### src/ictim_pkg.sv
package ictim_pkg;

  // ----------------------------------------------------------------
  // instruction classes
  // ----------------------------------------------------------------
  typedef enum logic [4:0] {
    CLS_UNDEF   = 5'h00,
    CLS_ALU     = 5'h01,
    CLS_ALU_PC  = 5'h02,
    CLS_ADDR    = 5'h03,
    CLS_LDST    = 5'h04,
    CLS_LDSTS   = 5'h05,
    CLS_MULTI   = 5'h06,
    CLS_PUSH    = 5'h07,
    CLS_POP     = 5'h08,
    CLS_BCOND   = 5'h09,
    CLS_BUNC    = 5'h0a,
    CLS_BX      = 5'h0b,
    CLS_BLX     = 5'h0c,
    CLS_BLIMM   = 5'h0d,
    CLS_EXTEND  = 5'h0e,
    CLS_REVERSE = 5'h0f,
    CLS_SVCALL  = 5'h10,
    CLS_BRKPT   = 5'h11,
    CLS_CPS     = 5'h12,
    CLS_SPECREG = 5'h13,
    CLS_HINT1   = 5'h14,
    CLS_WAITHNT = 5'h15,
    CLS_BARRIER = 5'h16
  } ictim_class_t;

  // ----------------------------------------------------------------
  // cycle counts and widths
  // ----------------------------------------------------------------
  localparam int          CYC_W       = 5;
  localparam logic [4:0]  CYC_ONE     = 5'h01;
  localparam logic [4:0]  CYC_TWO     = 5'h02;
  localparam logic [4:0]  CYC_THREE   = 5'h03;
  localparam logic [4:0]  CYC_NONE    = 5'h00;
  localparam int          LIST_W      = 4;
  localparam logic [15:0] WIDE_MASK   = 16'hf800;
  localparam logic [15:0] WIDE_PFX0   = 16'he800;
  localparam logic [15:0] WIDE_PFX1   = 16'hf000;
  localparam logic [15:0] WIDE_PFX2   = 16'hf800;

endpackage

### src/ictim_top.sv
`timescale 1ns/100ps
// What this block does
// - all narrow instructions accepted except compare-branch zero/nonzero and if-then
// - only six wide instructions: branch-link, three barriers, special read/write
// - counts assume zero wait memory; stalls lengthen execution
// - moves, arithmetic, compares, logic, shifts, rotate, multiply take one cycle; moves and adds to pc take two
// - stack pointer adds and address forming take one cycle
// - single loads/stores take two cycles on bus, one on I/O port
// - sign-extending loads are register-offset only, same two-or-one timing
// - multiple transfers, push and pop take one plus list length
// - link register in push or pc in pop counts in list length
// - conditional branch takes two if taken, one if not
// - branch, exchange, register link-exchange take two; immediate branch-link three
// - byte/halfword extend takes one cycle
// - byte reversals take one cycle
// - wait hints take two cycles excluding waiting
// - supervisor call and breakpoint have no fixed count
module ictim_top
  import ictim_pkg::*;
(
  // ----------------------------------------------------------------
  // clock and reset
  // ----------------------------------------------------------------
  input  wire logic                 clock,
  input  wire logic                 rst,
  // ----------------------------------------------------------------
  // instruction issue
  // ----------------------------------------------------------------
  input  wire logic                 issue_valid,
  input  wire logic [15:0]          issue_hw0,
  input  wire logic [15:0]          issue_hw1,
  input  wire logic                 branch_taken,
  input  wire logic                 target_io_port,
  input  wire logic                 mem_wait,
  // ----------------------------------------------------------------
  // retire report
  // ----------------------------------------------------------------
  output logic                      busy,
  output logic                      retire_valid,
  output ictim_pkg::ictim_class_t   retire_class,
  output logic [ictim_pkg::CYC_W-1:0] retire_cycles,
  output logic                      retire_fixed,
  output logic                      retire_wide,
  output logic                      undefined
);
  import ictim_pkg::*;

  // ----------------------------------------------------------------
  // decode
  // ----------------------------------------------------------------
  ictim_class_t      dec_class;
  logic              dec_wide;
  logic [8:0]        dec_list;
  logic [3:0]        list_count;

  ictim_decode u_dec (
    .hw0   (issue_hw0),
    .hw1   (issue_hw1),
    .cls   (dec_class),
    .wide  (dec_wide),
    .rlist (dec_list)
  );

  // extra register counts in the list
  logic [8:0] count_bits;
  assign count_bits = (dec_class == CLS_PUSH || dec_class == CLS_POP) ? dec_list
                    : {1'h0, dec_list[7:0]};

  ictim_popcnt #(.WIDTH(9)) u_pop (
    .bits  (count_bits),
    .count (list_count)
  );

  // ----------------------------------------------------------------
  // expected cycles
  // ----------------------------------------------------------------
  logic [CYC_W-1:0] base_cycles;
  logic             base_fixed;

  always_comb begin
    base_fixed  = 1'h1;
    base_cycles = CYC_ONE;
    case (dec_class)
      CLS_ALU, CLS_ADDR, CLS_EXTEND, CLS_REVERSE, CLS_CPS, CLS_HINT1:
        base_cycles = CYC_ONE;
      CLS_ALU_PC: base_cycles = CYC_TWO;
      CLS_LDST, CLS_LDSTS:
        base_cycles = target_io_port ? CYC_ONE : CYC_TWO;
      CLS_MULTI, CLS_PUSH, CLS_POP:
        base_cycles = CYC_ONE + {1'h0, list_count};
      CLS_BCOND: base_cycles = branch_taken ? CYC_TWO : CYC_ONE;
      CLS_BUNC, CLS_BX, CLS_BLX: base_cycles = CYC_TWO;
      CLS_BLIMM, CLS_SPECREG, CLS_BARRIER: base_cycles = CYC_THREE;
      CLS_WAITHNT: base_cycles = CYC_TWO;
      CLS_SVCALL, CLS_BRKPT: begin
        base_cycles = CYC_NONE;
        base_fixed  = 1'h0;
      end
      default: begin
        base_cycles = CYC_NONE;
        base_fixed  = 1'h0;
      end
    endcase
  end

  // ----------------------------------------------------------------
  // execution counter
  // ----------------------------------------------------------------
  typedef enum logic [0:0] {
    ICTIM_IDLE = 1'b0,
    ICTIM_EXEC = 1'b1
  } ictim_state_t;

  ictim_state_t      state;
  ictim_state_t      next_state;
  ictim_class_t      cur_class;
  logic              cur_fixed;
  logic              cur_wide;
  logic [CYC_W-1:0]  remain;
  logic [CYC_W-1:0]  elapsed;

  logic start;
  logic finish;
  logic undef_now;
  assign undef_now = issue_valid && state == ICTIM_IDLE && dec_class == CLS_UNDEF;
  assign start  = issue_valid && state == ICTIM_IDLE && dec_class != CLS_UNDEF;
  // wait states stretch the count
  assign finish = state == ICTIM_EXEC && !mem_wait && remain <= CYC_ONE;

  always_comb begin
    next_state = state;
    case (state)
      ICTIM_IDLE: if (start) next_state = ICTIM_EXEC;
      ICTIM_EXEC: if (finish) next_state = ICTIM_IDLE;
      default:    next_state = ICTIM_IDLE;
    endcase
  end

  always_ff @(posedge clock) begin
    if (rst) begin
      state     <= ICTIM_IDLE;
      cur_class <= CLS_UNDEF;
      cur_fixed <= 1'h0;
      cur_wide  <= 1'h0;
      remain    <= CYC_NONE;
      elapsed   <= CYC_NONE;
    end else begin
      state <= next_state;
      if (start) begin
        cur_class <= dec_class;
        cur_fixed <= base_fixed;
        cur_wide  <= dec_wide;
        remain    <= base_fixed ? base_cycles : CYC_ONE;
        elapsed   <= CYC_ONE;
      end else if (state == ICTIM_EXEC) begin
        elapsed <= elapsed + CYC_ONE;
        if (!mem_wait && remain > CYC_ONE) remain <= remain - CYC_ONE;
      end
    end
  end

  // ----------------------------------------------------------------
  // retire report
  // ----------------------------------------------------------------
  always_ff @(posedge clock) begin
    if (rst) begin
      busy          <= 1'h0;
      retire_valid  <= 1'h0;
      retire_class  <= CLS_UNDEF;
      retire_cycles <= CYC_NONE;
      retire_fixed  <= 1'h0;
      retire_wide   <= 1'h0;
      undefined     <= 1'h0;
    end else begin
      busy         <= next_state == ICTIM_EXEC;
      retire_valid <= finish;
      undefined    <= undef_now;
      if (finish) begin
        retire_class  <= cur_class;
        retire_cycles <= elapsed;
        retire_fixed  <= cur_fixed;
        retire_wide   <= cur_wide;
      end
    end
  end

  // ----------------------------------------------------------------
  // checks
  // ----------------------------------------------------------------
  // stretch of busy cycles seen from outside the counter
  logic [CYC_W-1:0] busy_run;

  always_ff @(posedge clock) begin
    if (rst) begin
      busy_run <= CYC_NONE;
    end else begin
      busy_run <= busy ? busy_run + CYC_ONE : CYC_NONE;
    end
  end

  exec_single_a: assert property (@(posedge clock) disable iff (rst)
    start && dec_class == CLS_ALU |=> (mem_wait || finish))
    else $error("single cycle op did not finish in one cycle");

  exec_load_a: assert property (@(posedge clock) disable iff (rst)
    start && dec_class == CLS_LDST && !target_io_port ##1 !mem_wait
      |-> !finish ##1 (mem_wait || finish))
    else $error("bus load did not take two cycles");

  exec_branch_a: assert property (@(posedge clock) disable iff (rst)
    start && dec_class == CLS_BCOND && !branch_taken |-> ##1 (mem_wait || finish))
    else $error("untaken branch not one cycle");

  exec_bl_a: assert property (@(posedge clock) disable iff (rst)
    start && dec_class == CLS_BLIMM ##1 !mem_wait ##1 !mem_wait
      |-> !finish ##1 (mem_wait || finish))
    else $error("branch with link timing wrong");

  report_cycles_a: assert property (@(posedge clock) disable iff (rst)
    retire_valid |-> retire_cycles == busy_run)
    else $error("retired count differs from busy cycles");

  multi_count_a: assert property (@(posedge clock) disable iff (rst)
    start && dec_class == CLS_MULTI
      |-> base_cycles == CYC_ONE + CYC_W'($countones(issue_hw0[7:0])))
    else $error("multiple transfer count wrong");

  push_lr_a: assert property (@(posedge clock) disable iff (rst)
    start && dec_class == CLS_PUSH && issue_hw0[8]
      |-> base_cycles == CYC_TWO + CYC_W'($countones(issue_hw0[7:0])))
    else $error("link register not counted");

  wait_hint_a: assert property (@(posedge clock) disable iff (rst)
    start && dec_class == CLS_WAITHNT |-> base_cycles == CYC_TWO)
    else $error("wait hint count wrong");

  nofix_svc_a: assert property (@(posedge clock) disable iff (rst)
    start && dec_class == CLS_SVCALL |=> !cur_fixed)
    else $error("supervisor call marked fixed");

  nofix_breakpoint_instr_a: assert property (@(posedge clock) disable iff (rst)
    start && dec_class == CLS_BRKPT |=> !cur_fixed)
    else $error("breakpoint marked fixed");

  addr_single_a: assert property (@(posedge clock) disable iff (rst)
    start && dec_class == CLS_ADDR |=> (mem_wait || finish))
    else $error("address forming not one cycle");

  extend_single_a: assert property (@(posedge clock) disable iff (rst)
    start && dec_class == CLS_EXTEND |=> (mem_wait || finish))
    else $error("extend not one cycle");

  reverse_single_a: assert property (@(posedge clock) disable iff (rst)
    start && dec_class == CLS_REVERSE |=> (mem_wait || finish))
    else $error("byte reverse not one cycle");

  alu_pc_a: assert property (@(posedge clock) disable iff (rst)
    start && dec_class == CLS_ALU_PC ##1 !mem_wait |-> !finish ##1 (mem_wait || finish))
    else $error("pc destination op not two cycles");

  io_access_a: assert property (@(posedge clock) disable iff (rst)
    start && (dec_class == CLS_LDST || dec_class == CLS_LDSTS) && target_io_port
      |=> (mem_wait || finish))
    else $error("io port access not one cycle");

  signed_load_a: assert property (@(posedge clock) disable iff (rst)
    start && dec_class == CLS_LDSTS && !target_io_port ##1 !mem_wait
      |-> !finish ##1 (mem_wait || finish))
    else $error("signed bus load not two cycles");

  taken_branch_a: assert property (@(posedge clock) disable iff (rst)
    start && dec_class == CLS_BCOND && branch_taken ##1 !mem_wait
      |-> !finish ##1 (mem_wait || finish))
    else $error("taken branch not two cycles");

  branch_two_a: assert property (@(posedge clock) disable iff (rst)
    start && (dec_class == CLS_BUNC || dec_class == CLS_BX || dec_class == CLS_BLX)
      ##1 !mem_wait |-> !finish ##1 (mem_wait || finish))
    else $error("branch or exchange not two cycles");

  pop_pc_a: assert property (@(posedge clock) disable iff (rst)
    start && dec_class == CLS_POP && issue_hw0[8]
      |-> base_cycles == CYC_TWO + CYC_W'($countones(issue_hw0[7:0])))
    else $error("program counter not counted");

  wide_only_a: assert property (@(posedge clock) disable iff (rst)
    start && dec_wide |-> dec_class inside {CLS_BLIMM, CLS_SPECREG, CLS_BARRIER})
    else $error("unsupported wide form executed");

  undef_pulse_a: assert property (@(posedge clock) disable iff (rst)
    undef_now |=> undefined && !busy)
    else $error("unsupported form not flagged");

  wait_stretch_a: assert property (@(posedge clock) disable iff (rst)
    busy && mem_wait |=> busy && !retire_valid)
    else $error("wait state did not stretch execution");

  retire_pulse_a: assert property (@(posedge clock) disable iff (rst)
    retire_valid |=> !retire_valid)
    else $error("retire pulse longer than one cycle");

  cover_load_c:   cover property (@(posedge clock) start && dec_class == CLS_LDST);
  cover_push_c:   cover property (@(posedge clock) start && dec_class == CLS_PUSH);
  cover_branch_c: cover property (@(posedge clock) start && dec_class == CLS_BCOND);
  cover_undef_c:  cover property (@(posedge clock) undef_now);
  cover_stall_c:  cover property (@(posedge clock) busy && mem_wait);
endmodule

### src/ictim_popcnt.sv
`timescale 1ns/100ps
module ictim_popcnt #(
  parameter int WIDTH = 9
) (
  // ----------------------------------------------------------------
  // register list in, count out
  // ----------------------------------------------------------------
  input  wire logic [WIDTH-1:0] bits,
  output logic      [3:0]       count
);
  logic [3:0] part [WIDTH:0];
  assign part[0] = 4'h0;
  genvar g;
  generate
    for (g = 0; g < WIDTH; g++) begin : g_add
      assign part[g+1] = part[g] + {3'h0, bits[g]};
    end
  endgenerate
  assign count = part[WIDTH];
endmodule

### src/ictim_decode.sv
`timescale 1ns/100ps
module ictim_decode
  import ictim_pkg::*;
(
  // ----------------------------------------------------------------
  // halfwords
  // ----------------------------------------------------------------
  input  wire logic [15:0]  hw0,
  input  wire logic [15:0]  hw1,
  // ----------------------------------------------------------------
  // result
  // ----------------------------------------------------------------
  output ictim_class_t      cls,
  output logic              wide,
  output logic [8:0]        rlist
);
  // ----------------------------------------------------------------
  // narrow and wide decode
  // ----------------------------------------------------------------
  logic is_wide;
  assign is_wide = ((hw0 & WIDE_MASK) == WIDE_PFX0) || ((hw0 & WIDE_MASK) == WIDE_PFX1)
                   || ((hw0 & WIDE_MASK) == WIDE_PFX2);
  assign wide    = is_wide;
  assign rlist   = {hw0[8], hw0[7:0]};

  always_comb begin
    cls = CLS_UNDEF;
    if (is_wide) begin
      // only the six wide forms exist
      if (hw0[15:11] == 5'h1e && hw1[15:14] == 2'h3 && hw1[12] == 1'h1)
        cls = CLS_BLIMM;
      else if (hw0[15:4] == 12'hf3b && hw1[15:8] == 8'h8f && hw1[7:6] == 2'h1)
        cls = CLS_BARRIER;
      else if (hw0[15:5] == 11'h79c && hw1[15:14] == 2'h2)
        cls = CLS_SPECREG;
      else if (hw0[15:0] == 16'hf3ef && hw1[15:12] == 4'h8)
        cls = CLS_SPECREG;
    end else begin
      // narrow set, minus compare-branch and if-then
      case (hw0[15:12])
        4'h0, 4'h1, 4'h2, 4'h3: cls = CLS_ALU;
        4'h4: begin
          if (hw0[11:10] == 2'h0) cls = CLS_ALU;
          else if (hw0[11:10] == 2'h1) begin
            if (hw0[9:8] == 2'h3) cls = hw0[7] ? CLS_BLX : CLS_BX;
            else if (hw0[9:8] != 2'h1 && {hw0[7], hw0[2:0]} == 4'hf)
              cls = CLS_ALU_PC;
            else cls = CLS_ALU;
          end else cls = CLS_LDST;
        end
        4'h5: cls = (hw0[11:9] == 3'h3 || hw0[11:9] == 3'h7) ? CLS_LDSTS : CLS_LDST;
        4'h6, 4'h7, 4'h8, 4'h9: cls = CLS_LDST;
        4'ha: cls = CLS_ADDR;
        4'hb: begin
          case (hw0[11:8])
            4'h0: cls = CLS_ADDR;
            4'h2: cls = CLS_EXTEND;
            4'h4, 4'h5: cls = CLS_PUSH;
            4'hc, 4'hd: cls = CLS_POP;
            4'h6: cls = (hw0[7:5] == 3'h3) ? CLS_CPS : CLS_UNDEF;
            4'ha: cls = (hw0[7:6] != 2'h2) ? CLS_REVERSE : CLS_UNDEF;
            4'he: cls = CLS_BRKPT;
            4'hf: begin
              if (hw0[3:0] != 4'h0) cls = CLS_UNDEF;
              else if (hw0[7:4] == 4'h2 || hw0[7:4] == 4'h3) cls = CLS_WAITHNT;
              else cls = CLS_HINT1;
            end
            default: cls = CLS_UNDEF;
          endcase
        end
        4'hc: cls = CLS_MULTI;
        4'hd: begin
          if (hw0[11:8] == 4'hf) cls = CLS_SVCALL;
          else if (hw0[11:8] == 4'he) cls = CLS_UNDEF;
          else cls = CLS_BCOND;
        end
        4'he: cls = CLS_BUNC;
        default: cls = CLS_UNDEF;
      endcase
    end
  end
endmodule

### config.mk
export PLATFORM = sky130hd
export DESIGN_NAME = ictim_top
export DESIGN_NICKNAME = d
export VERILOG_FILES = /design/src/ictim_pkg.sv /design/src/ictim_top.sv /design/src/ictim_popcnt.sv /design/src/ictim_decode.sv
export SDC_FILE = /design/constraint.sdc
export NUM_CORES = 1
export LEC_CHECK = 0
export BUFFER_PORTS_ARGS = -buffer_cell sky130_fd_sc_hd__buf_2
export CORE_ASPECT_RATIO = 0.8
export CORE_MARGIN = 2
export CORE_UTILIZATION = 40
export DETAILED_ROUTE_END_ITERATION = 10
export PLACE_DENSITY = 0.57
export SETUP_SLACK_MARGIN = 0.2
export SLEW_MARGIN = 0
export SYNTH_ARGS = -nofsm -noshare
export SYNTH_HDL_FRONTEND = slang
export SYNTH_SLANG_ARGS = --single-unit
### constraint.sdc
create_clock -name clock -period 5.88 [get_ports clock]
set_clock_uncertainty 0.05 [all_clocks]
set_input_delay 0.294 -clock clock [delete_from_list [all_inputs] [get_ports clock]]
set_output_delay 0.294 -clock clock [all_outputs]
set_load 0.02 [all_outputs]
==> reports/metrics.yaml <==
cts:
  clk_path_buf_depth: 2
  cts_tree: "done"
  cts.sinks: 32
  cts_root_buf: "clkbuf_8"
  cts-resized-gates: 0
  post_cts_buffers: 0
  cts_buffers: 5
  clkTransAtPathRegs_ns: 0.06
  htree_levels: 2
  clkLatencyLatePin_ns: 0.27
  cts_hold_buf: 0
yosys:
  synth_area_per_cell_sq_um: 8.36
  yosysSeqAreaShare: 0.249
  syn-num-nets: 364
  synth_top_area_share: 0.249
  yosysTopAreaCell: "dfxtp_1"
  syn_area_sq_um: 2570
  ys_ff_latch: 32
  synthTopCellsByArea: "dfxtp_1 (25%), ha_1 (6.3%), nor2_1 (5.5%), mux2i_1 (5.1%), fa_1 (3.9%)"
  ys_warn_count: 0
  synthArstFlopShare: 0
  yosysUniqueCellTypes: 77
  ys.flop_type: "dfxtp_1"
  synth_enable_flop_cells: 0
  synthCells: 308
route:
  drtIter0Drc: 213
  wl_per_cell_um: 13.7
  firstDrtPassIters: 4
  viasPerCell: 5.49
  wl_mm: 5.87
  drc_errors: 0
  postRouteAntennaNets: 0
  vias: 2348
die:
  initial_core_util: 0.408
  dieArea_sq_um: 7100
  die-height_um: 75.7
  coreArea_sq_um: 6310
  die_w_um: 93.7
  pin_count: 53
  num_rows: 26
min_path:
  hold_path_class: "input port to flip-flop"
worst_setup_path:
  critical_path_depth: 17
  cp_max_fo: 14
  reg2reg_to: "retire_class[4]"
  end_kind: "flip-flop"
  critPathSlowestCell: "fa_1"
  cp_data_arrival_time_ns: 4.49
  slowest_delay_ns: 0.52
  setup.reg_to_reg.worst_slack_ns: 3.66
  r2r_cells: 7
  path_buf_inv: 2
  crit_start: "issue_hw0[15]"
  r2r_start: "remain[1]"
  startpoint_type: "input port"
  crit_required_ns: 6.03
  crit_chain: "buf_2, nand4_1, o31ai_2, a21oi_1, a41oi_1, a31o_2, nand3_1, fa_1, fa_1, inv_1, ha_1, fa_1, xor2_1, nand3_1, xor2_1, nand3_1, a21oi_1"
  worst-setup-path-type: "input port to flip-flop"
  cp-endpoint: "remain[3]"
  cp_top_family: "adder cells"
placement:
  dp_hpwl_mm: 4.53
  numPortBuffers: 46
  place.gp.congestion: 0.848
  placedCellCount: 420
  place_ws_ns: 1.29
layout:
  antenna_cells: 0
  area.growth.synth_to_final_pct: 12.6
  nets: 399
  drive_gt1_frac: 0.203
  fin_util: 0.459
  fin_cells: 428
power:
  leakagePower_nw: 1.31
  powerDensity_nw_per_um2: 204
  irDropWorstVdd_mv: 0.0964
sta:
  worst_pin_slew_ns: 0.755
  setup_ws_ns: 1.54
  period_minus_slack_ns: 4.34
  rsz0062_at_grt: "false"
  hold_viol: 0
  finalCritPeriodShare: 0.738
  holdWs_ns: 0.239
  maxSlewViolCount: 0
  max-slew-margin-rel: 0.496
  setup_tns_ns: 0
  fmax_mhz: 230
  setup_violations: 0
global_route:
  track_usage: 0.175
  grt_remaining_overflow: 0
  grt_max_degree: 30
  grt_pass1_vias: 2093
  grt_antenna_before_repair: 0
  grt_pass1_wl_mm: 10.0
flow_run:
  cap_violations: 0
outcome:
  status: "finished, final reports clean"
==> layout make-up <==
type	count	area, sq um
inverters	16	60.1
clock buffers	8	90.1
repair buffers	46	230
flip-flops and latches	32	641
well taps	84	105
multi-input cells	242	1770
fillers	678	3410
==> cells by family after synthesis <==
| family | Yosys count | share of synthesized area |
|---|---|---|
| AO/OA/AOI/OAI | 69 | 0.213 |
| XOR/XNOR | 10 | 0.0340 |
| adder cells (fa/ha/maj) | 18 | 0.102 |
| buffers and inverters | 34 | 0.0622 |
| flip-flops | 32 | 0.249 |
| multiplexers | 13 | 0.0506 |
| AND/OR/NAND/NOR | 132 | 0.289 |
==> synthesized netlist by cell type, types with 4 or more instances <==
cell / count
a211oi_1: 6
a21o_1: 4
a21oi_1: 15
buf_2: 8
clkbuf_1: 5
dfxtp_1: 32
fa_1: 5
ha_1: 13
inv_1: 16
mux2i_1: 13
nand2_1: 22
nand2b_1: 6
nand3_1: 14
nand4_1: 6
nand4b_1: 4
nor2_1: 38
nor2b_1: 4
nor3_1: 10
xor2_1: 7
==> power breakdown <==
part	total (mW)	internal [mW]	switching, mW
registers	0.237	0.228	0.00954
logic	0.186	0.0784	0.107
clock network	0.169	0.0953	0.0732
total	0.592	0.402	0.190
==> routing by layer <==
metal | wire (um) | track usage | share of wire | vias to the layer above
met5 | 0 | 0 | 0 | -
met4 | 0 | 0.0209 | 0 | 0
met3 | 401 | 0.0386 | 0.068 | 0
met2 | 2500 | 0.260 | 0.43 | 64
met1 | 2970 | 0.266 | 0.51 | 1100
li1 | - | - | - | 1184
==> state kept, by name, indices dropped and copies added, names as in the netlist <==
signal,flops
retire_valid,1
remain,5
cur_wide,1
undefined,1
cur_class,5
busy,1
retire_wide,1
elapsed,5
retire_cycles,5
cur_fixed,1
retire_class,5
retire_fixed,1
==> stage by stage <==
stage / total power [mW] / cell area (sq um)
4_1_cts: 0.599 / 2900
6_report: 0.592 / 2900
5_1_grt: 0.639 / 2900
2_1_floorplan: 0.385 / 2570
3_3_place_gp: 0.425 / 2810
3_5_place_dp: 0.426 / 2810
==> worst min-delay path, delay by kind of cell <==
family / cells / cell delay [ns]
buffers and inverters: 1 / 0.10
and+or+nand+nor: 2 / 0.12
==> cell usage in the layout (no fill, tap or decap), drive strengths merged, types with 3 or more instances in the layout <==
| master | instances |
|---|---|
| ha | 13 |
| a21o | 4 |
| dfxtp | 32 |
| o21ai | 5 |
| a22oi | 3 |
| clkbuf | 8 |
| buf | 46 |
| nor4 | 3 |
| xnor2 | 3 |
| and2 | 4 |
| nor4b | 4 |
| o21bai | 3 |
| xor2 | 7 |
| fa | 5 |
| inv | 16 |
| nand3b | 3 |
| nor3 | 10 |
| nand2 | 22 |
| nand3 | 14 |
| a31o | 3 |
| nand4 | 7 |
| nor2 | 38 |
| nand4b | 4 |
| nand2b | 7 |
| mux2i | 13 |
| a211oi | 6 |
| a21oi | 17 |
| nor2b | 4 |
==> worst min-delay path by stage <==
| stage | start | to | slack, ns | cells past startpoint |
|---|---|---|---|---|
| after floorplan | cur_class[2] | cur_class[2] | 0.39 | 2 |
| after global placement | cur_wide | cur_wide | 0.40 | 2 |
| after detailed placement | cur_wide | cur_wide | 0.41 | 2 |
| after CTS | issue_valid | undefined | 0.24 | 3 |
| after global routing | issue_valid | undefined | 0.26 | 3 |
| final | issue_valid | undefined | 0.24 | 3 |
Power figures use the tool's default switching activity.
